<file path="src/logic/eetws_pkg.sv">
// package of constants and types for the two-wire eeprom slave front end
// Notes on behaviour
// - sample sda on rising scl; change own sda only after falling scl
// - bytes go msb first, eight data clocks then a ninth acknowledge clock
// - any number of data bytes between start and stop
// - falling sda while scl high is start; start precedes every command
// - watch the lines always; ignore everything until a start
// - rising sda while scl high is stop and ends the communication
// - stop after a write launches the write cycle; others go standby
// - master releases sda in ninth clock; device holds it low to acknowledge
// - standby at power-up, after read stop, and when operations complete
// - while power-on reset holds, ignore commands; on release go standby
// - brown-out reset clears protocol state at once, no answers
// - write-protect pin high blocks array and info page writes
// - soft lock bit set blocks array and info page writes
// - first byte: 4-bit type, three address bits, direction bit
// - type 1010 selects the array, 1011 selects the special spaces
// - address byte bit 0: one reads, zero writes
// - acknowledge matching address byte; on mismatch no answer, standby
// - type 1010: address bits 3 to 1 give array bits 10 to 8
// - type 1011: freeze needs write, unique id needs read; select bits free
// - acknowledge word address; bits 7:6 decode the special space
// - protect pin high: address bytes acknowledged, write data bytes not
package eetws_pkg;
    localparam logic [3:0] EETWS_TYPE_ARRAY = 4'hA;
    localparam logic [3:0] EETWS_TYPE_SPECIAL = 4'hB;
    localparam logic [1:0] EETWS_SPC_INFO = 2'h0;
    localparam logic [1:0] EETWS_SPC_FREEZE = 2'h1;
    localparam logic [1:0] EETWS_SPC_UID = 2'h2;
    localparam logic [1:0] EETWS_SPC_SOFTLOCK = 2'h3;
    localparam logic [3:0] EETWS_ACK_BIT = 4'h8;
    localparam logic [3:0] EETWS_BIT_RESET = 4'h0;
    localparam logic [3:0] EETWS_BIT_START = 4'hF;
    localparam logic [3:0] EETWS_LAST_BIT = 4'h7;
    localparam logic [10:0] EETWS_ADDR_RESET = 11'h000;
    localparam logic [7:0] EETWS_BYTE_RESET = 8'h00;

    typedef enum logic [4:0]
    {
        EETWS_IDLE = 5'h01,
        EETWS_DEV = 5'h02,
        EETWS_WORD = 5'h04,
        EETWS_WDATA = 5'h08,
        EETWS_RDATA = 5'h10
    } eetws_state_type;

    typedef struct packed
    {
        logic start;
        logic stop;
        logic scl_rise;
        logic scl_fall;
        logic sda;
    } eetws_line_type;

    typedef struct packed
    {
        logic [1:0] space;
        logic special;
        logic [10:0] addr;
    } eetws_target_type;
endpackage : eetws_pkg

</file>
<file path="src/logic/eetws_front_end.sv">
// two-wire slave front end: address decode, acknowledge, protect gating
`timescale 1ns/1ns
`default_nettype none
module eetws_front_end
(
    input wire logic REF_CLK_IN,
    input wire logic RST_N_IN,
    input wire logic SCL_IN,
    input wire logic SDA_IN,
    input wire logic WRITE_PROTECT_IN,
    input wire logic SOFT_WRITE_LOCK_BIT_IN,
    input wire logic INFO_PAGE_FREEZE_IN,
    input wire logic BUSY_IN,
    input wire logic [7:0] READ_DATA_IN,
    output logic SDA_OUT,
    output logic SDA_OE_N_OUT,
    output logic STANDBY_OUT,
    output logic WRITE_CYCLE_OUT,
    output logic DATA_VALID_OUT,
    output logic [7:0] DATA_OUT,
    output logic READ_REQ_OUT,
    output logic SPECIAL_OUT,
    output logic [1:0] SPACE_OUT,
    output logic [10:0] ADDR_OUT
);
    eetws_pkg::eetws_line_type line;
    eetws_pkg::eetws_state_type state;
    eetws_pkg::eetws_state_type next_state;
    eetws_pkg::eetws_target_type target;
    eetws_pkg::eetws_target_type next_target;
    logic [3:0] bit_cnt;
    logic [3:0] next_bit_cnt;
    logic [7:0] shreg;
    logic [7:0] next_shreg;
    logic [7:0] tx;
    logic [7:0] next_tx;
    logic drive_low;
    logic next_drive_low;
    logic wrote;
    logic next_wrote;
    logic standby;
    logic next_standby;
    logic wcycle;
    logic next_wcycle;
    logic dvalid;
    logic next_dvalid;
    logic rreq;
    logic next_rreq;
    logic [7:0] dout;
    logic [7:0] next_dout;
    logic nacked;
    logic next_nacked;
    logic [7:0] full_byte;
    logic blocked;
    logic [1:0] protect_meta;
    logic [1:0] next_protect_meta;

    eetws_line_sync u_sync
    (
        .clk_in(REF_CLK_IN),
        .rst_n_in(RST_N_IN),
        .scl_in(SCL_IN),
        .sda_in(SDA_IN),
        .line_out(line)
    );

    // --------------------------------------------------------------
    // write-protect pin synchroniser
    // --------------------------------------------------------------
    always_comb
    begin
        next_protect_meta = {protect_meta[0], WRITE_PROTECT_IN};
    end

    always_ff @(posedge REF_CLK_IN or negedge RST_N_IN)
    begin
        if (!RST_N_IN)
        begin
            protect_meta <= 2'h0;
        end
        else
        begin
            protect_meta <= next_protect_meta;
        end
    end

    // --------------------------------------------------------------
    // protocol engine
    // --------------------------------------------------------------
    always_comb
    begin
        next_state = state;
        next_target = target;
        next_bit_cnt = bit_cnt;
        next_shreg = shreg;
        next_tx = tx;
        next_drive_low = drive_low;
        next_wrote = wrote;
        next_standby = standby;
        next_wcycle = 1'b0;
        next_dvalid = 1'b0;
        next_rreq = 1'b0;
        next_dout = dout;
        next_nacked = nacked;
        full_byte = {shreg[6:0], line.sda};
        blocked = protect_meta[1] | SOFT_WRITE_LOCK_BIT_IN;
        if (line.start)
        begin
            next_state = eetws_pkg::EETWS_DEV;
            next_bit_cnt = eetws_pkg::EETWS_BIT_START;
            next_drive_low = 1'b0;
            next_wrote = 1'b0;
            next_standby = 1'b0;
        end
        else if (line.stop)
        begin
            next_state = eetws_pkg::EETWS_IDLE;
            next_drive_low = 1'b0;
            next_wcycle = wrote;
            next_standby = ~wrote;
            next_wrote = 1'b0;
        end
        else if (state == eetws_pkg::EETWS_IDLE)
        begin
            next_drive_low = 1'b0;
            if (!BUSY_IN && !wcycle)
            begin
                next_standby = 1'b1;
            end
        end
        else if (line.scl_rise)
        begin
            if (bit_cnt == eetws_pkg::EETWS_ACK_BIT)
            begin
                next_nacked = line.sda; // master ack on reads
            end
            else
            begin
                next_shreg = full_byte;
            end
        end
        else if (line.scl_fall)
        begin
            next_bit_cnt = bit_cnt + 4'h1;
            next_drive_low = 1'b0;
            if (bit_cnt == eetws_pkg::EETWS_ACK_BIT)
            begin
                next_bit_cnt = eetws_pkg::EETWS_BIT_RESET;
                if (state == eetws_pkg::EETWS_RDATA)
                begin
                    if (nacked)
                    begin
                        next_state = eetws_pkg::EETWS_IDLE;
                    end
                    else
                    begin
                        next_tx = READ_DATA_IN;
                        next_rreq = 1'b1;
                        next_drive_low = ~READ_DATA_IN[7];
                    end
                end
            end
            else if (bit_cnt == eetws_pkg::EETWS_LAST_BIT)
            begin
                case (state)
                    eetws_pkg::EETWS_DEV:
                    begin
                        if (BUSY_IN
                            || (shreg[7:4] != eetws_pkg::EETWS_TYPE_ARRAY
                            && shreg[7:4] != eetws_pkg::EETWS_TYPE_SPECIAL))
                        begin
                            next_state = eetws_pkg::EETWS_IDLE;
                            next_standby = 1'b1;
                        end
                        else
                        begin
                            next_drive_low = 1'b1;
                            next_target.special = shreg[4];
                            next_target.addr[10:8] = shreg[3:1];
                            if (shreg[0])
                            begin
                                next_state = eetws_pkg::EETWS_RDATA;
                            end
                            else
                            begin
                                next_state = eetws_pkg::EETWS_WORD;
                            end
                        end
                    end
                    eetws_pkg::EETWS_WORD:
                    begin
                        next_drive_low = 1'b1;
                        next_target.addr[7:0] = shreg;
                        next_target.space = shreg[7:6];
                        if (target.special)
                        begin
                            next_target.addr[10:4] = 7'h00;
                        end
                        next_state = eetws_pkg::EETWS_WDATA;
                    end
                    eetws_pkg::EETWS_WDATA:
                    begin
                        next_dout = shreg;
                        if (!target.special)
                        begin
                            next_drive_low = ~blocked;
                        end
                        else
                        begin
                            case (target.space)
                                eetws_pkg::EETWS_SPC_INFO:
                                    next_drive_low = ~blocked
                                        & ~INFO_PAGE_FREEZE_IN;
                                eetws_pkg::EETWS_SPC_FREEZE:
                                    next_drive_low = ~blocked
                                        & ~INFO_PAGE_FREEZE_IN & shreg[1];
                                eetws_pkg::EETWS_SPC_SOFTLOCK:
                                    next_drive_low = ~protect_meta[1];
                                default:
                                    next_drive_low = 1'b0;
                            endcase
                        end
                        next_dvalid = next_drive_low;
                        next_wrote = next_drive_low;
                    end
                    default:
                    begin
                        next_drive_low = 1'b0;
                    end
                endcase
            end
            else if (state == eetws_pkg::EETWS_RDATA)
            begin
                next_tx = {tx[6:0], 1'b0};
                next_drive_low = ~tx[6];
            end
        end
        if (state == eetws_pkg::EETWS_RDATA && line.scl_fall
            && bit_cnt == eetws_pkg::EETWS_LAST_BIT)
        begin
            next_drive_low = 1'b0;
        end
    end

    // --------------------------------------------------------------
    // registers
    // --------------------------------------------------------------
    always_ff @(posedge REF_CLK_IN or negedge RST_N_IN)
    begin
        if (!RST_N_IN)
        begin
            state <= eetws_pkg::EETWS_IDLE;
            target.space <= eetws_pkg::EETWS_SPC_INFO;
            target.special <= 1'b0;
            target.addr <= eetws_pkg::EETWS_ADDR_RESET;
            bit_cnt <= eetws_pkg::EETWS_BIT_RESET;
            shreg <= eetws_pkg::EETWS_BYTE_RESET;
            tx <= eetws_pkg::EETWS_BYTE_RESET;
            drive_low <= 1'b0;
            wrote <= 1'b0;
            standby <= 1'b1;
            wcycle <= 1'b0;
            dvalid <= 1'b0;
            rreq <= 1'b0;
            dout <= eetws_pkg::EETWS_BYTE_RESET;
            nacked <= 1'b0;
        end
        else
        begin
            state <= next_state;
            target <= next_target;
            bit_cnt <= next_bit_cnt;
            shreg <= next_shreg;
            tx <= next_tx;
            drive_low <= next_drive_low;
            wrote <= next_wrote;
            standby <= next_standby;
            wcycle <= next_wcycle;
            dvalid <= next_dvalid;
            rreq <= next_rreq;
            dout <= next_dout;
            nacked <= next_nacked;
        end
    end

    // --------------------------------------------------------------
    // outputs
    // --------------------------------------------------------------
    always_comb
    begin
        SDA_OUT = 1'b0;
        SDA_OE_N_OUT = ~drive_low;
        STANDBY_OUT = standby;
        WRITE_CYCLE_OUT = wcycle;
        DATA_VALID_OUT = dvalid;
        DATA_OUT = dout;
        READ_REQ_OUT = rreq;
        SPECIAL_OUT = target.special;
        SPACE_OUT = target.space;
        ADDR_OUT = target.addr;
    end
endmodule : eetws_front_end
`default_nettype wire

</file>
<file path="src/logic/eetws_line_sync.sv">
// synchroniser and edge, start and stop detector for scl and sda
`timescale 1ns/1ns
`default_nettype none
module eetws_line_sync
(
    input wire logic clk_in,
    input wire logic rst_n_in,
    input wire logic scl_in,
    input wire logic sda_in,
    output var eetws_pkg::eetws_line_type line_out
);
    logic [1:0] scl_meta;
    logic [1:0] sda_meta;
    logic scl_last;
    logic sda_last;
    eetws_pkg::eetws_line_type next_line;

    // --------------------------------------------------------------
    // edge and condition decode
    // --------------------------------------------------------------
    always_comb
    begin
        next_line.scl_rise = scl_meta[1] & ~scl_last;
        next_line.scl_fall = ~scl_meta[1] & scl_last;
        next_line.start = scl_meta[1] & scl_last & sda_last
            & ~sda_meta[1];
        next_line.stop = scl_meta[1] & scl_last & ~sda_last
            & sda_meta[1];
        next_line.sda = sda_meta[1];
    end

    // --------------------------------------------------------------
    // registers
    // --------------------------------------------------------------
    always_ff @(posedge clk_in or negedge rst_n_in)
    begin
        if (!rst_n_in)
        begin
            scl_meta <= 2'h3;
            sda_meta <= 2'h3;
            scl_last <= 1'b1;
            sda_last <= 1'b1;
            line_out <= '0;
        end
        else
        begin
            scl_meta <= {scl_meta[0], scl_in};
            sda_meta <= {sda_meta[0], sda_in};
            scl_last <= scl_meta[1];
            sda_last <= sda_meta[1];
            line_out <= next_line;
        end
    end
endmodule : eetws_line_sync
`default_nettype wire

</file>
<file path="config.mk">
export PLATFORM = sky130hd
export DESIGN_NAME = eetws_front_end
export DESIGN_NICKNAME = d
export VERILOG_FILES = /design/src/logic/eetws_pkg.sv /design/src/logic/eetws_front_end.sv /design/src/logic/eetws_line_sync.sv
export SDC_FILE = /design/constraint.sdc
export NUM_CORES = 1
export LEC_CHECK = 0
export ABC_AREA = 1
export BUFFER_PORTS_ARGS = -buffer_cell sky130_fd_sc_hd__buf_4
export CAP_MARGIN = 10
export CORE_MARGIN = 2
export CORE_UTILIZATION = 55
export CTS_BUF_LIST = sky130_fd_sc_hd__clkbuf_4
export DETAILED_ROUTE_END_ITERATION = 10
export PLACE_DENSITY_LB_ADDON = 0.25
export SLEW_MARGIN = 30
export SYNTH_ARGS = -nofsm -noshare
export SYNTH_HDL_FRONTEND = slang
export SYNTH_SLANG_ARGS = --single-unit
export TNS_END_PERCENT = 50
</file>
<file path="constraint.sdc">
create_clock -name REF_CLK_IN -period 2 [get_ports REF_CLK_IN]
set_clock_uncertainty 0.05 [all_clocks]
set_input_delay 0.2 -clock REF_CLK_IN [delete_from_list [all_inputs] [get_ports REF_CLK_IN]]
set_output_delay 0.2 -clock REF_CLK_IN [all_outputs]
set_load 0.1 [all_outputs]
</file>
**After elaboration in Yosys (flattened, before gate mapping)**

Index checks and enable logic that the tools add are counted.

- Bits in latches: 0
- Word-level logic and storage cells: 190
- Memory bits (writable): 0
- Register bits after elaboration: 66
- Memories: 0
- Output and inout port bits: 28
- ROM bits: 0

- Multiplexer cells: 77
- Divide/modulo/power cells: 0
- Equal/unequal tests: 27
- Add/sub/neg operators: 1
- $lt $le $gt $ge: 0
- Reduce and logical (&&, ||, !) cells: 32
- Multipliers: 0
- Shift-type cells: 0
- Bitwise operators: 27

Operators with widths:

| operator | number |
|---|---|
| 2-to-1 mux 5 bit | 11 |
| 2-to-1 mux 1 bit | 49 |
| 2-to-1 mux 7 bit | 6 |
| 2-to-1 mux 4 bit | 6 |
| AND reduction 8 bit | 3 |
| nonzero test 4 bit | 5 |
| NOT 1 bit | 17 |
| AND reduction 7 bit | 2 |
| != test 4 x 2 -> 1 bit (second input constant) | 3 |
| one-hot mux 5 bit (2 select lines) | 1 |
| AND reduction 10 bit | 1 |
| AND reduction 5 bit | 2 |
| nonzero test 5 bit | 2 |
| AND 1 bit | 9 |
| != test 3 x 1 -> 1 bit (second input constant) | 3 |
| AND reduction 9 bit | 1 |
| nonzero test 3 bit | 3 |
| != test 2 bit (second input constant) | 4 |
| != test 4 x 1 -> 1 bit (second input constant) | 2 |
| != test 4 bit (second input constant) | 2 |
| != test 2 x 1 -> 1 bit (second input constant) | 3 |
| one-hot mux 1 bit (3 select lines) | 2 |
| one-hot mux 3 bit (2 select lines) | 1 |
| AND reduction 6 bit | 1 |
| 20 further kinds | 25 |

**Depth between registers and ports, before layout**

Gate-level depths: netlist (run 1).

- Depth in word-level cells: 15
- Gate-level depth with buffers: 11
- Gate-level depth less buffers: 11

**By module**

A second synthesis (run 1) with hierarchy kept.

- Cells, all modules: 345
- Area, all modules: 3139.3 um2

By module, submodules not included:

| module | sequential area each (um2) | area each (um2) | cells each | instances |
|---|---|---|---|---|
| eetws_front_end | 1378.8 | 2815.2 | 323 | 1 |
| eetws_line_sync | 282.8 | 324.1 | 22 | 1 |

**Least setup slack after synthesis (run 1)**

Ideal clock, no wire load.

- Kind: reg2reg
- Start point: reg target (netlist bit SPECIAL_OUT)
- End point: reg drive_low
- Path slack: 48 ps
- Cell stages (with the launch flop): 11
- Path buffers: 1
- Arrival: 1786 ps
- Required time: 1834 ps
- Period minus slack after synthesis: 1952 ps
- Path through: dfrtp_1 > buf_2 > o21ai_0 > nand3_1 > nand2_1 > nand3_1 > nand2_1 > nand2_1 > nand2_1 > nand2_1 > nand2_1

- Word-level cells in the longest chain between the ends: 10

RTL lines:

| item | line | text |
|---|---|---|
| from (decl) | eetws_front_end.sv:29 | `eetws_pkg::eetws_target_type target;` |
| from (signal assigned) | eetws_front_end.sv:271 | `target <= next_target;` |
| 2-to-1 mux 1 bit | eetws_front_end.sv:204 | `if (!target.special)` |
| one-hot mux 1 bit (3 select lines) | eetws_front_end.sv:165 | `case (state)` |
| 2-to-1 mux 1 bit | eetws_front_end.sv:163 | `else if (bit_cnt == eetws_pkg::EETWS_LAST_BIT)` |
| 2-to-1 mux 1 bit | eetws_front_end.sv:146 | `if (bit_cnt == eetws_pkg::EETWS_ACK_BIT)` |
| 2-to-1 mux 1 bit | eetws_front_end.sv:142 | `else if (line.scl_fall)` |
| 2-to-1 mux 1 bit | eetws_front_end.sv:131 | `else if (line.scl_rise)` |
| 2-to-1 mux 1 bit | eetws_front_end.sv:123 | `else if (state == eetws_pkg::EETWS_IDLE)` |
| 2-to-1 mux 1 bit | eetws_front_end.sv:115 | `else if (line.stop)` |
| 2-to-1 mux 1 bit | eetws_front_end.sv:107 | `if (line.start)` |
| 2-to-1 mux 1 bit | eetws_front_end.sv:238 | `if (state == eetws_pkg::EETWS_RDATA && line.scl_fall` |
| to (signal assigned) | eetws_front_end.sv:275 | `drive_low <= next_drive_low;` |
| to (decl) | eetws_front_end.sv:37 | `logic drive_low;` |

Every way passes these cells. The select of a mux whose other input is x is not followed.
A chain may end at the register's enable or synchronous reset.

**Worst setup path in the final report (run 1)**

- Start point: reg bit_cnt[0]
- End point: reg state[0]

- Word-level cells in the longest chain between the ends: 7
- Elaborated cells on any way between the ends: 13

RTL lines:

| item | line | text |
|---|---|---|
| from (decl) | eetws_front_end.sv:31 | `logic [3:0] bit_cnt;` |
| from (signal assigned) | eetws_front_end.sv:256 | `bit_cnt <= eetws_pkg::EETWS_BIT_RESET;` |
| from (signal assigned) | eetws_front_end.sv:272 | `bit_cnt <= next_bit_cnt;` |
| == test 4 bit | eetws_front_end.sv:146 |  |
| 2-to-1 mux 5 bit | eetws_front_end.sv:146 |  |
| 2-to-1 mux 5 bit | eetws_front_end.sv:142 |  |
| 2-to-1 mux 5 bit | eetws_front_end.sv:131 |  |
| 2-to-1 mux 5 bit | eetws_front_end.sv:123 |  |
| 2-to-1 mux 5 bit | eetws_front_end.sv:115 |  |
| 2-to-1 mux 5 bit | eetws_front_end.sv:107 |  |
| to (signal assigned) | eetws_front_end.sv:252 | `state <= eetws_pkg::EETWS_IDLE;` |
| to (signal assigned) | eetws_front_end.sv:270 | `state <= next_state;` |
| to (decl) | eetws_front_end.sv:27 | `eetws_pkg::eetws_state_type state;` |

Several ways; a longest one is shown, not always the timed one. The select of a mux whose other input is x is not followed.

==> results of run 1 <==
[cell families after synthesis]
family	after synthesis
AO/OA/AOI/OAI	61
adder cells (fa/ha/maj)	2
buffers and inverters	49
flip-flops	66
other	1
AND/OR/NAND/NOR	153
[report_power, final]
group	switching, W	internal, W	leakage (nW)	total (W)
clock network	0.000523	0.000390	0.0771	0.000913
logic	0.000715	0.000312	0.870	0.00103
registers	0.000217	0.00158	0.826	0.00180
total	0.00146	0.00228	1.77	0.00374
[cell type report]
cell class	instances	area [um2]
fill	444	1790
timing repair buffer	51	420
sequential	66	1660
multi-input combinational	217	1210
inverter	40	155
tap	72	90.1
clock inverter	7	73.8
clock buffer	9	67.6
[metal layers]
metal,GRT usage (%),vias up
met5,0,-
met4,9.31,0
met3,3.75,9
met2,33.5,63
met1,33.8,1120
li1,-,1191
[critical path: cells and delay by family, from the launching register on]
kind	cells	cell delay, ns
AND/OR/NAND/NOR	7	0.91
flip-flops	1	0.43
adder cells (fa/ha/maj)	1	0.19
buffers and inverters	1	0.10
AO/OA/AOI/OAI	1	0.06
[stage by stage]
stage / worst slack, ns / total power, W
floorplan: 0.0479 / 0.00255
global placement: 0.272 / 0.00282
detailed placement: 0.228 / 0.00284
CTS: 0.201 / 0.00376
global route: 0.0392 / 0.00398
finish: 0.184 / 0.00374
[final timing paths]
check                                     end  slack [ns]  cells after the start
max                                  state[0]        0.18                     10
min                                     tx[5]        0.06                      5
max reg2reg                          state[0]        0.18                     10
min reg2reg                u_sync.scl_meta[1]        0.31                      0
max in group asynchronous  u_sync.scl_meta[0]        1.06                      3
min in group asynchronous         ADDR_OUT[7]        0.24                      2
[sequential cells by signal, indices dropped and copies added (netlist names)]
signal and count:
ADDR_OUT 11, DATA_OUT 8, DATA_VALID_OUT 1, READ_REQ_OUT 1, SPACE_OUT 2, SPECIAL_OUT 1
STANDBY_OUT 1, WRITE_CYCLE_OUT 1, bit_cnt 4, drive_low 1, nacked 1, protect_meta 2
shreg 8, state 5, tx 7, u_sync.line_out 5, u_sync.scl_last 1, u_sync.scl_meta 2
u_sync.sda_last 1, u_sync.sda_meta 2, wrote 1
[synthesized netlist by cell type, types with 4 or more instances]
cell type,instances,area (um2)
o31ai_2,4,50.1
dfstp_2,8,210
a21oi_1,9,45.0
inv_2,7,26.3
o21ai_2,5,43.8
buf_2,4,20.0
dfrtp_1,58,1450
inv_1,31,116
nand3_1,19,95.1
nand4_1,6,37.5
nand2_1,76,285
o21ai_0,22,110
o21ai_1,15,75.1
buf_6,4,45.0
nor2_2,4,25.0
nand2_2,4,25.0
nor3_1,5,25.0
nor2_1,23,86.3
==> impl_table.tex, run 1 <==
\begin{tabular}{lr}
\hline
Metric & Value \\
\hline
\multicolumn{2}{l}{\textbf{Clocking}} \\
\quad H-tree levels & 3 \\
\quad CTS sink count & 66 \\
\quad CTS-repair resized insts & 0 \\
\quad Clock latency of the later-clocked register in the worst-skew pair & 0.41 ns \\
\quad Buffers from clock root to sink, at most & 2 \\
\quad Number of buffers inserted to repair setup after CTS & 0 \\
\quad Clock input transition at the sequential cells of the worst setup and hold paths & 0.11 ns \\
\quad CTS root buf & clkbuf\_4 \\
\quad Inserted Clock Buffers & 9 \\
\quad Number of buffers inserted for hold repair after clock tree synthesis & 5 \\
\quad CTS tree & yes \\
\multicolumn{2}{l}{\textbf{STA}} \\
\quad Maximum clock frequency & 551 MHz \\
\quad Post-route minimum period & 1.82 ns \\
\quad Number of setup violations in the final report & 0 \\
\quad Worst max-slew margin expressed relative to the limit & 63.8\% \\
\quad Share of the cycle needed by the critical path after routing & 90.8\% \\
\quad Pins over their slew limit & 0 \\
\quad Fin Setup TNS & 0 ns \\
\quad RSZ-0062 raised after global routing & false \\
\quad Worst hold margin & 0.0637 ns \\
\quad Final Hold Violating Endpoints & 0 \\
\quad Transition time at the pin with the least slew margin & 0.542 ns \\
\multicolumn{2}{l}{\textbf{Outcome}} \\
\quad Run status & finished, final reports clean \\
\multicolumn{2}{l}{\textbf{Worst setup path}} \\
\quad Worst Path Required & 2.30 ns \\
\quad Crit path arrival time & 2.11 ns \\
\quad Ordered cell list for the critical path & inv\_1 > ha\_1 > nand2\_4 > nor2\_8 > nand3\_1 > nand2\_1 > a31oi\_4 > nand2\_2 > nand2\_1 > nand2\_1 \\
\quad Startpoint type of the worst setup path & register \\
\quad Max stage delay on crit path & 0.43 ns \\
\quad Highest net fanout along the worst path & 19 \\
\quad Cell repeated most along the worst path & nand2\_1 \\
\quad CP startpoint & bit\_cnt[0] \\
\quad Endpoint class of the critical path & register \\
\quad R2R Path Start & bit\_cnt[0] \\
\quad Type of the worst setup path & register to register \\
\quad Slowest cell on the critical path & dfrtp\_1 \\
\multicolumn{2}{l}{\textbf{Synthesis}} \\
\quad Syn Area/Cell & 9.34 um2 \\
\quad YS warnings & 0 \\
\quad Number of distinct library cells after synthesis & 37 \\
\quad Synth Area in Simple Gates & 25.4\% \\
\quad Count of flip-flops with a built-in enable after synthesis & 0 \\
\quad Adder and majority cell fraction of the synthesized area & 0.807\% \\
\quad Dominant combinational cell family by area after synthesis & simple AND/OR/NAND/NOR gates \\
\quad Multiplexer fraction of the synthesized cell area & 0\% \\
\quad Sequential fraction of the synthesis area & 53.6\% \\
\quad Post-synthesis net count & 350 \\
\quad Number of cells produced by synthesis & 332 \\
\quad Fraction of registers with async set/reset & 100\% \\
\quad Number of synthesized register bits & 66 \\
\quad Share of the synthesized area in compound gates (AO/OA/AOI/OAI) & 12.8\% \\
\quad Xor and xnor fraction of the mapped netlist area & 0\% \\
\quad Netlist area before placement & 3100 um2 \\
\quad Top\_reg\_cell synth & dfrtp\_1 \\
\multicolumn{2}{l}{\textbf{Global route}} \\
\quad Antenna violations before repair & 0 \\
\quad Largest net degree at the start of global routing & 38 \\
\quad Wire length of the first global-routing pass & 10800 um \\
\quad Number of global-route vias before repair & 2286 \\
\quad GR Util All Layers & 22.8\% \\
\quad Final global-route overflow total & 0 \\
\multicolumn{2}{l}{\textbf{Place}} \\
\quad Placed cells & 441 \\
\quad IO Port Bufs & 42 \\
\quad Placed standard-cell area & 3490 um2 \\
\quad DP Wirelength & 4650 um \\
\quad Final estimated routing congestion in global placement & 0.856 \\
\multicolumn{2}{l}{\textbf{Detailed routing}} \\
\quad Routed length on met3 & 292 um \\
\quad Total vias in the final route & 2383 \\
\quad Routed WL & 6420 um \\
\quad Routed via count divided by cell count & 5.16 \\
\quad 1st-iter DRT viols & 257 \\
\quad Met2 WL & 2910 um \\
\quad Post-detailed-route wirelength per cell & 13.9 um \\
\quad Number of search-and-repair iterations in the first detailed-routing pass & 4 \\
\quad Number of DRC violations after detailed routing & 0 \\
\quad Max layer used & met4 \\
\quad WL met1 & 3120 um \\
\quad Antenna-violating nets left & 0 \\
\multicolumn{2}{l}{\textbf{Cells and area}} \\
\quad Fraction of final layout cells sized beyond drive strength 1 & 28.7\% \\
\quad Core utilization of the finished layout & 67.2\% \\
\quad Filler-free cell count of the finished design & 462 \\
\quad Layout-stage area growth over the synthesis result & 18.7\% \\
\quad Number of nets in the finished design & 403 \\
\quad Area of all placed cells without fillers & 3680 um2 \\
\quad Top library cells by usage in the layout, fill and taps aside & nand2\_1 (76), dfrtp\_1 (58), buf\_4 (44) \\
\quad Most common library cell in the layout ignoring fill and taps & nand2\_1 \\
\quad Total inserted antenna cells & 0 \\
\multicolumn{2}{l}{\textbf{Floorplanning}} \\
\quad Std cell rows & 27 \\
\quad Die ar. & 6250 um2 \\
\quad Boundary pin count & 44 \\
\quad Height of the die & 79.1 um \\
\quad Placeable Area & 5470 um2 \\
\quad Initial core utilization & 56.7\% \\
\quad Width of the die & 79.1 um \\
\multicolumn{2}{l}{\textbf{Worst hold path}} \\
\quad Hold wc startpoint & READ\_DATA\_IN[5] \\
\quad Type of the most critical hold path & primary input to register \\
\multicolumn{2}{l}{\textbf{Run}} \\
\quad Total of max-cap violations & 0 \\
\multicolumn{2}{l}{\textbf{Power and ir drop}} \\
\quad Cell leakage power & 1.77 nW \\
\quad Max IR drop VDD & 0.735 mV \\
\quad Power Dens Cells & 1020 nW/um2 \\
\hline
\end{tabular}
Note: power is estimated with default switching activity, not from simulation.
==> run 2, diff against run 1 <==
--- a/config.mk
+++ b/config.mk
@@ -12,7 +12,7 @@
 export CORE_UTILIZATION = 55
 export CTS_BUF_LIST = sky130_fd_sc_hd__clkbuf_4
 export DETAILED_ROUTE_END_ITERATION = 10
-export PLACE_DENSITY_LB_ADDON = 0.25
+export PLACE_DENSITY = 0.77
 export SLEW_MARGIN = 30
 export SYNTH_ARGS = -nofsm -noshare
 export SYNTH_HDL_FRONTEND = slang
==> impl_table.tex, run 2 (same netlist as run 1, synthesis figures left out) <==
\begin{tabular}{lr}
\hline
Metric & Value \\
\hline
\multicolumn{2}{l}{\textbf{Worst hold path}} \\
\quad Type of the most critical hold path & primary input to register \\
\quad Hold wc startpoint & READ\_DATA\_IN[5] \\
\multicolumn{2}{l}{\textbf{Detailed routing}} \\
\quad Routed via count divided by cell count & 5.15 (-0.12\%) \\
\quad Total vias in the final route & 2375 (-0.34\%) \\
\quad Number of DRC violations after detailed routing & 0 (unchanged) \\
\quad Number of search-and-repair iterations in the first detailed-routing pass & 4 (unchanged) \\
\quad 1st-iter DRT viols & 203 (-21\%) \\
\quad Post-detailed-route wirelength per cell & 13.5 um (-2.6\%) \\
\quad Routed WL & 6240 um (-2.9\%) \\
\quad Antenna-violating nets left & 0 (unchanged) \\
\multicolumn{2}{l}{\textbf{Worst setup path}} \\
\quad Endpoint class of the critical path & register \\
\quad Type of the worst setup path & register to register \\
\quad Startpoint type of the worst setup path & register \\
\quad Crit path arrival time & 2.05 ns (-0.06 ns) \\
\quad Worst Path Required & 2.24 ns (-0.06 ns) \\
\quad R2R Path Start & bit\_cnt[0] \\
\quad CP startpoint & bit\_cnt[0] \\
\quad Highest net fanout along the worst path & 20 (+1) \\
\multicolumn{2}{l}{\textbf{Clocking}} \\
\quad CTS tree & yes \\
\quad CTS root buf & clkbuf\_4 \\
\quad Clock input transition at the sequential cells of the worst setup and hold paths & 0.10 ns (about the same) \\
\quad CTS sink count & 66 (unchanged) \\
\quad Clock latency of the later-clocked register in the worst-skew pair & 0.39 ns (-0.02 ns) \\
\quad H-tree levels & 3 (unchanged) \\
\quad Buffers from clock root to sink, at most & 2 (unchanged) \\
\quad Inserted Clock Buffers & 9 (unchanged) \\
\quad Number of buffers inserted to repair setup after CTS & 0 (unchanged) \\
\multicolumn{2}{l}{\textbf{Global route}} \\
\quad Number of global-route vias before repair & 2253 (-1.4\%) \\
\quad Wire length of the first global-routing pass & 10500 um (-3.3\%) \\
\quad Largest net degree at the start of global routing & 67 (+76\%) \\
\quad Final global-route overflow total & 0 (unchanged) \\
\quad Antenna violations before repair & 0 (unchanged) \\
\quad GR Util All Layers & 22.0\% (-0.79 points) \\
\multicolumn{2}{l}{\textbf{STA}} \\
\quad Crit path setup slack, layout & 0.195 ns (+0.0103 ns) \\
\quad Share of the cycle needed by the critical path after routing & 90.3\% (-0.52 points) \\
\quad Maximum clock frequency & 554 MHz (+0.57\%) \\
\quad Pins over their slew limit & 0 (unchanged) \\
\quad Transition time at the pin with the least slew margin & 0.798 ns (+0.256 ns) \\
\quad Post-route minimum period & 1.81 ns (-0.0103 ns) \\
\quad Number of setup violations in the final report & 0 (unchanged) \\
\quad RSZ-0062 raised after global routing & false \\
\quad Fin Setup TNS & 0 ns (unchanged) \\
\quad Final Hold Violating Endpoints & 0 (unchanged) \\
\quad Worst max-slew margin expressed relative to the limit & 46.8\% (-17 points) \\
\multicolumn{2}{l}{\textbf{Floorplanning}} \\
\quad Boundary pin count & 44 (unchanged) \\
\quad Initial core utilization & 56.7\% (unchanged) \\
\quad Die ar. & 6250 um2 (unchanged) \\
\quad Std cell rows & 27 (unchanged) \\
\quad Placeable Area & 5470 um2 (unchanged) \\
\quad Height of the die & 79.1 um (unchanged) \\
\quad Width of the die & 79.1 um (unchanged) \\
\multicolumn{2}{l}{\textbf{Place}} \\
\quad DP Wirelength & 4490 um (-3.6\%) \\
\quad Final estimated routing congestion in global placement & 0.956 (+12\%) \\
\quad IO Port Bufs & 42 (unchanged) \\
\quad Placed cells & 440 (-0.23\%) \\
\quad Setup slack after placement & 0.234 ns (+0.00600 ns) \\
\multicolumn{2}{l}{\textbf{Power and ir drop}} \\
\quad Power Dens Cells & 982 nW/um2 (-3.4\%) \\
\quad Cell leakage power & 1.75 nW (-1.1\%) \\
\quad Max IR drop VDD & 0.706 mV (-3.9\%) \\
\quad Power Total & 0.00357 W (-4.6\%) \\
\multicolumn{2}{l}{\textbf{Cells and area}} \\
\quad Fraction of final layout cells sized beyond drive strength 1 & 28.5\% (-0.18 points) \\
\quad Largest register FFs & 11 (unchanged) \\
\quad Layout-stage area growth over the synthesis result & 17.2\% \\
\quad Filler-free cell count of the finished design & 461 (-0.22\%) \\
\quad Total inserted antenna cells & 0 (unchanged) \\
\quad Most common library cell in the layout ignoring fill and taps & nand2\_1 \\
\quad Number of nets in the finished design & 402 (-0.25\%) \\
\quad Top library cells by usage in the layout, fill and taps aside & nand2\_1 (76), dfrtp\_1 (58), buf\_4 (44) \\
\multicolumn{2}{l}{\textbf{Run}} \\
\quad Total of max-cap violations & 0 (unchanged) \\
\multicolumn{2}{l}{\textbf{Outcome}} \\
\quad Run status & finished, final reports clean \\
\hline
\end{tabular}
-- run 2: changes by cell type in the layout (fill, tap and decap cells not counted) --
| cell | change |
|---|---|
| clkbuf_4 | +4 |
| buf_12 | -1 |
| bufinv_16 | -1 |
| inv_6 | -3 |
-- run 2: through the flow --
stage	instance area (um2)	hold slack, ns	utilization (%)
floorplan	3100	-0.146	-
global placement	3470	0.259	63.4
detailed placement	3470	0.260	63.4
CTS	3620	0.00109	66.2
global route	3630	0.107	66.4
finish	3630	0.0860	66.4
-- run 2: where the power goes --
part	switching, W	total [W]	leakage, nW	internal, W
logic	0.000710	0.00102	0.860	0.000307
registers	0.000213	0.00179	0.826	0.00158
clock network	0.000446	0.000755	0.0678	0.000309
-- run 2: path summary, 6_finish.rpt --
| path | slack [ns] | cells after the start | end |
|---|---|---|---|
| setup / recovery | 0.19 | 11 | ADDR_OUT[6] |
| hold / removal | 0.09 | 5 | tx[5] |
| setup reg to reg | 0.19 | 11 | ADDR_OUT[6] |
| hold reg to reg | 0.31 | 0 | u_sync.scl_meta[1] |
| max in group asynchronous | 0.99 | 2 | u_sync.line_out[2] |
| min in group asynchronous | 0.38 | 2 | DATA_OUT[5] |
-- run 2: repair_timing --
action,CTS,global route
setup endpoints to repair,0,0
hold buffers,4,1
resized for setup,0,0
hold endpoints to repair,61,1
-- run 2: cell type report --
cell class                 count  area (um2)
clock buffer                  13        97.6
clock inverter                 3        17.5
fill                         446        1840
inverter                      40         155
multi-input combinational    217        1210
sequential                    66        1660
tap                           72        90.1
timing repair buffer          50         400
-- run 2: critical path: stages, from the launching register on --
cell	delay, ns
dfrtp_1	0.43
inv_1	0.09
ha_1	0.19
nand2_4	0.08
nor2_8	0.25
inv_4	0.10
nand2_2	0.08
nor2_2	0.04
nand2_1	0.12
buf_12	0.16
nand2_1	0.07
o31ai_2	0.06
-- run 2: metal layers --
metal | routed length (um) | GRT usage [%] | up-vias
li1 | - | - | 1181
met1 | 2970 | 31.4 | 1137
met2 | 2920 | 32.9 | 47
met3 | 233 | 4.09 | 10
met4 | 110 | 10.0 | 0
met5 | 0 | 0 | -
==> run 3, diff against run 2 <==
--- a/config.mk
+++ b/config.mk
@@ -5,7 +5,6 @@
 export SDC_FILE = /design/constraint.sdc
 export NUM_CORES = 1
 export LEC_CHECK = 0
-export ABC_AREA = 1
 export BUFFER_PORTS_ARGS = -buffer_cell sky130_fd_sc_hd__buf_4
 export CAP_MARGIN = 10
 export CORE_MARGIN = 2
==> impl_table.tex, run 3 <==
\begin{tabular}{lr}
\hline
Metric & Value \\
\hline
\multicolumn{2}{l}{\textbf{Outcome}} \\
\quad Run status & finished, final reports clean \\
\multicolumn{2}{l}{\textbf{Synthesis}} \\
\quad Number of cells produced by synthesis & 259 (-22\%) \\
\quad Share of the synthesized area in the top cell type & 48.8\% (+2.0 points) \\
\quad Netlist area before placement & 2970 um2 (-4.2\%) \\
\quad Top post-synthesis cells by area & dfrtp\_1 (49\%), mux2\_2 (9.1\%), dfstp\_2 (7.1\%) \\
\quad Post-synthesis net count & 277 (-21\%) \\
\quad Most repeated cell in the gate-level netlist after synthesis & dfrtp\_1 \\
\quad Most area-hungry cell type in the Yosys netlist & dfrtp\_1 \\
\quad Top\_reg\_cell synth & dfrtp\_1 \\
\quad YS warnings & 0 (unchanged) \\
\quad Number of synthesized register bits & 66 (unchanged) \\
\quad Dominant combinational cell family by area after synthesis & simple AND/OR/NAND/NOR gates \\
\quad Xor and xnor fraction of the mapped netlist area & 0.295\% (+0.29 points) \\
\quad Fraction of registers with async set/reset & 100\% (unchanged) \\
\quad Share of the synthesized area in compound gates (AO/OA/AOI/OAI) & 10.7\% (-2.1 points) \\
\quad Multiplexer fraction of the synthesized cell area & 10.8\% (+11 points) \\
\quad Number of distinct library cells after synthesis & 51 (+38\%) \\
\quad Synth Area in Simple Gates & 18.2\% (-7.2 points) \\
\quad Sequential fraction of the synthesis area & 55.9\% (+2.3 points) \\
\quad Leading cell types by count after synthesis & dfrtp\_1 (58), nand2\_1 (33), mux2\_2 (24) \\
\quad Syn Area/Cell & 11.5 um2 (+23\%) \\
\quad Adder and majority cell fraction of the synthesized area & 0.842\% (+0.035 points) \\
\quad Count of flip-flops with a built-in enable after synthesis & 0 (unchanged) \\
\multicolumn{2}{l}{\textbf{Floorplanning}} \\
\quad Std cell rows & 26 (-3.7\%) \\
\quad Height of the die & 77.5 um (-2.0\%) \\
\quad Die ar. & 6010 um2 (-3.9\%) \\
\quad Boundary pin count & 44 (unchanged) \\
\quad Width of the die & 77.5 um (-2.0\%) \\
\quad Initial core utilization & 57.5\% (+0.80 points) \\
\quad Placeable Area & 5170 um2 (-5.5\%) \\
\multicolumn{2}{l}{\textbf{Clocking}} \\
\quad Clock latency of the later-clocked register in the worst-skew pair & 0.42 ns (+0.03 ns) \\
\quad CTS tree & yes \\
\quad Inserted Clock Buffers & 9 (unchanged) \\
\quad Buffers from clock root to sink, at most & 2 (unchanged) \\
\quad H-tree levels & 3 (unchanged) \\
\quad CTS sink count & 66 (unchanged) \\
\quad Clock input transition at the sequential cells of the worst setup and hold paths & 0.11 ns (about the same) \\
\quad CTS root buf & clkbuf\_4 \\
\multicolumn{2}{l}{\textbf{Global route}} \\
\quad Largest net degree at the start of global routing & 67 (unchanged) \\
\quad Wire length of the first global-routing pass & 10700 um (+1.8\%) \\
\quad Antenna violations before repair & 0 (unchanged) \\
\quad GR Util All Layers & 22.9\% (+0.87 points) \\
\quad Final global-route overflow total & 0 (unchanged) \\
\quad Number of global-route vias before repair & 2242 (-0.49\%) \\
\multicolumn{2}{l}{\textbf{Power and ir drop}} \\
\quad Switching pwr & 0.00141 W (+3.1\%) \\
\quad Switching Share & 36.4\% (-1.9 points) \\
\quad Cell leakage power & 1.77 nW (+1.1\%) \\
\quad Relative contribution of the clock network to total power & 22.4\% (+1.2 points) \\
\quad Internal Power & 0.00246 W (+12\%) \\
\quad Sequential share of power & 48.8\% (-1.5 points) \\
\quad Part of the power in combinational logic & 28.8\% (+0.3 points) \\
\quad Max IR drop VDD & 0.588 mV (-17\%) \\
\quad Power Dens Cells & 1040 nW/um2 (+5.8\%) \\
\multicolumn{2}{l}{\textbf{Cells and area}} \\
\quad Number of nets in the finished design & 352 (-12\%) \\
\quad Total inserted antenna cells & 0 (unchanged) \\
\quad Most common library cell in the layout ignoring fill and taps & buf\_4 \\
\quad Layout-stage area growth over the synthesis result & 25.5\% \\
\quad Core utilization of the finished layout & 72.1\% (+5.7 points) \\
\quad Area of all placed cells without fillers & 3730 um2 (+2.7\%) \\
\quad Fraction of final layout cells sized beyond drive strength 1 & 36.6\% (+8.0 points) \\
\quad Top library cells by usage in the layout, fill and taps aside & buf\_4 (60), dfrtp\_1 (58), nand2\_1 (33) \\
\quad Largest register FFs & 11 (unchanged) \\
\multicolumn{2}{l}{\textbf{Worst setup path}} \\
\quad Crit path arrival time & 2.15 ns (+0.10 ns) \\
\quad Worst Path Required & 2.25 ns (about the same) \\
\quad Endpoint class of the critical path & register \\
\quad Ordered cell list for the critical path & ha\_1 > nand3b\_1 > nor3\_4 > and2\_1 > buf\_12 > mux2\_2 \\
\quad Startpoint type of the worst setup path & register \\
\quad Highest net fanout along the worst path & 8 (-60\%) \\
\quad Max stage delay on crit path & 0.40 ns (-0.03 ns) \\
\quad Type of the worst setup path & register to register \\
\quad Slowest cell on the critical path & dfrtp\_1 \\
\multicolumn{2}{l}{\textbf{STA}} \\
\quad Final Hold Violating Endpoints & 0 (unchanged) \\
\quad Post-route minimum period & 1.89 ns (+0.0891 ns) \\
\quad Worst max-slew margin expressed relative to the limit & 46.9\% (+0.098 points) \\
\quad Maximum clock frequency & 528 MHz (-4.7\%) \\
\quad Worst hold margin & 0.0344 ns (-0.0516 ns) \\
\quad RSZ-0062 raised after global routing & true \\
\quad Share of the cycle needed by the critical path after routing & 94.7\% (+4.5 points) \\
\quad Transition time at the pin with the least slew margin & 0.797 ns (-0.00147 ns) \\
\quad Number of setup violations in the final report & 0 (unchanged) \\
\quad Crit path setup slack, layout & 0.106 ns (-0.0891 ns) \\
\quad Pins over their slew limit & 0 (unchanged) \\
\multicolumn{2}{l}{\textbf{Worst hold path}} \\
\quad Type of the most critical hold path & primary input to register \\
\multicolumn{2}{l}{\textbf{Detailed routing}} \\
\quad 1st-iter DRT viols & 174 (-14\%) \\
\quad Total vias in the final route & 2239 (-5.7\%) \\
\quad Number of DRC violations after detailed routing & 0 (unchanged) \\
\quad Antenna-violating nets left & 0 (unchanged) \\
\quad Post-detailed-route wirelength per cell & 15.3 um (+13\%) \\
\quad Routed via count divided by cell count & 5.47 (+6.3\%) \\
\quad Routed WL & 6240 um (+0.13\%) \\
\quad Number of search-and-repair iterations in the first detailed-routing pass & 4 (unchanged) \\
\multicolumn{2}{l}{\textbf{Place}} \\
\quad DP Wirelength & 4400 um (-2.1\%) \\
\quad IO Port Bufs & 42 (unchanged) \\
\quad Final estimated routing congestion in global placement & 0.856 (-10\%) \\
\quad Placed standard-cell area & 3490 um2 (+0.58\%) \\
\quad Setup slack after placement & 0.0910 ns (-0.142 ns) \\
\multicolumn{2}{l}{\textbf{Run}} \\
\quad Total of max-cap violations & 0 (unchanged) \\
\hline
\end{tabular}
[run 3: worst max-delay path, delay by kind of cell (launching register included)]
family | cells | cell delay (ns)
flops | 1 | 0.40
fa+ha+maj | 1 | 0.24
simple gates | 3 | 0.61
mux | 1 | 0.33
buf+inv | 1 | 0.14
[run 3: layout make-up]
class / count / area, um2
Tap cell: 70 / 87.6
Multi-Input combinational cell: 177 / 1220
Clock buffer: 9 / 67.6
Clock inverter: 7 / 68.8
Sequential cell: 66 / 1660
Fill cell: 362 / 1440
Inverter: 7 / 26.3
Timing Repair Buffer: 73 / 602
[run 3: kinds of logic after synthesis]
| kind of cell | Yosys count |
|---|---|
| other cells | 1 |
| simple gates | 101 |
| compound gates | 44 |
| buf+inv | 16 |
| mux | 28 |
| xor+xnor | 1 |
| flops | 66 |
| fa+ha+maj | 2 |
[run 3: per-stage QoR]
step / setup TNS (ns) / total power [W] / cells
floorplan: 0 / 0.00263 / 259
global placement: 0 / 0.00296 / 383
detailed placement: 0 / 0.00301 / 383
CTS: 0 / 0.00389 / 409
global route: -0.0115 / 0.00413 / 409
finish: 0 / 0.00387 / 409
[run 3: routing by layer]
metal / GRT usage (%) / share of wire [%]
met3: 4.19 / 5.2
met5: 0 / 0
met4: 10.5 / 2.0
met2: 35.5 / 48
met1: 31.4 / 45
[run 3: repair_timing]
action,CTS,global route
hold endpoints to repair,67,0
hold buffers,10,0
endpoints found under the setup margin,0,12
gates resized for setup,0,2
setup buffers,0,0
[run 3: worst paths after layout]
kind                            slack, ns                 end  depth (start not counted)                from
max in group asynchronous            1.02         SPECIAL_OUT                          2            RST_N_IN
worst max register to register       0.11         DATA_OUT[0]                          6          bit_cnt[0]
min in group asynchronous            0.36               tx[0]                          2            RST_N_IN
worst min register to register       0.31  u_sync.scl_meta[1]                          0  u_sync.scl_meta[0]
worst max-delay path                 0.11         DATA_OUT[0]                          6          bit_cnt[0]
worst min-delay path                 0.03               tx[1]                          3     READ_DATA_IN[1]
[run 3: power groups by stage]
stage	Sequential (W)	Clock (W)	Combinational, W
after floorplan	0.00189	0	0.000739
after global placement	0.00189	0	0.00107
after detailed placement	0.00191	0	0.00110
after CTS	0.00189	0.000889	0.00112
after global routing	0.00193	0.000945	0.00125
final	0.00189	0.000868	0.00112
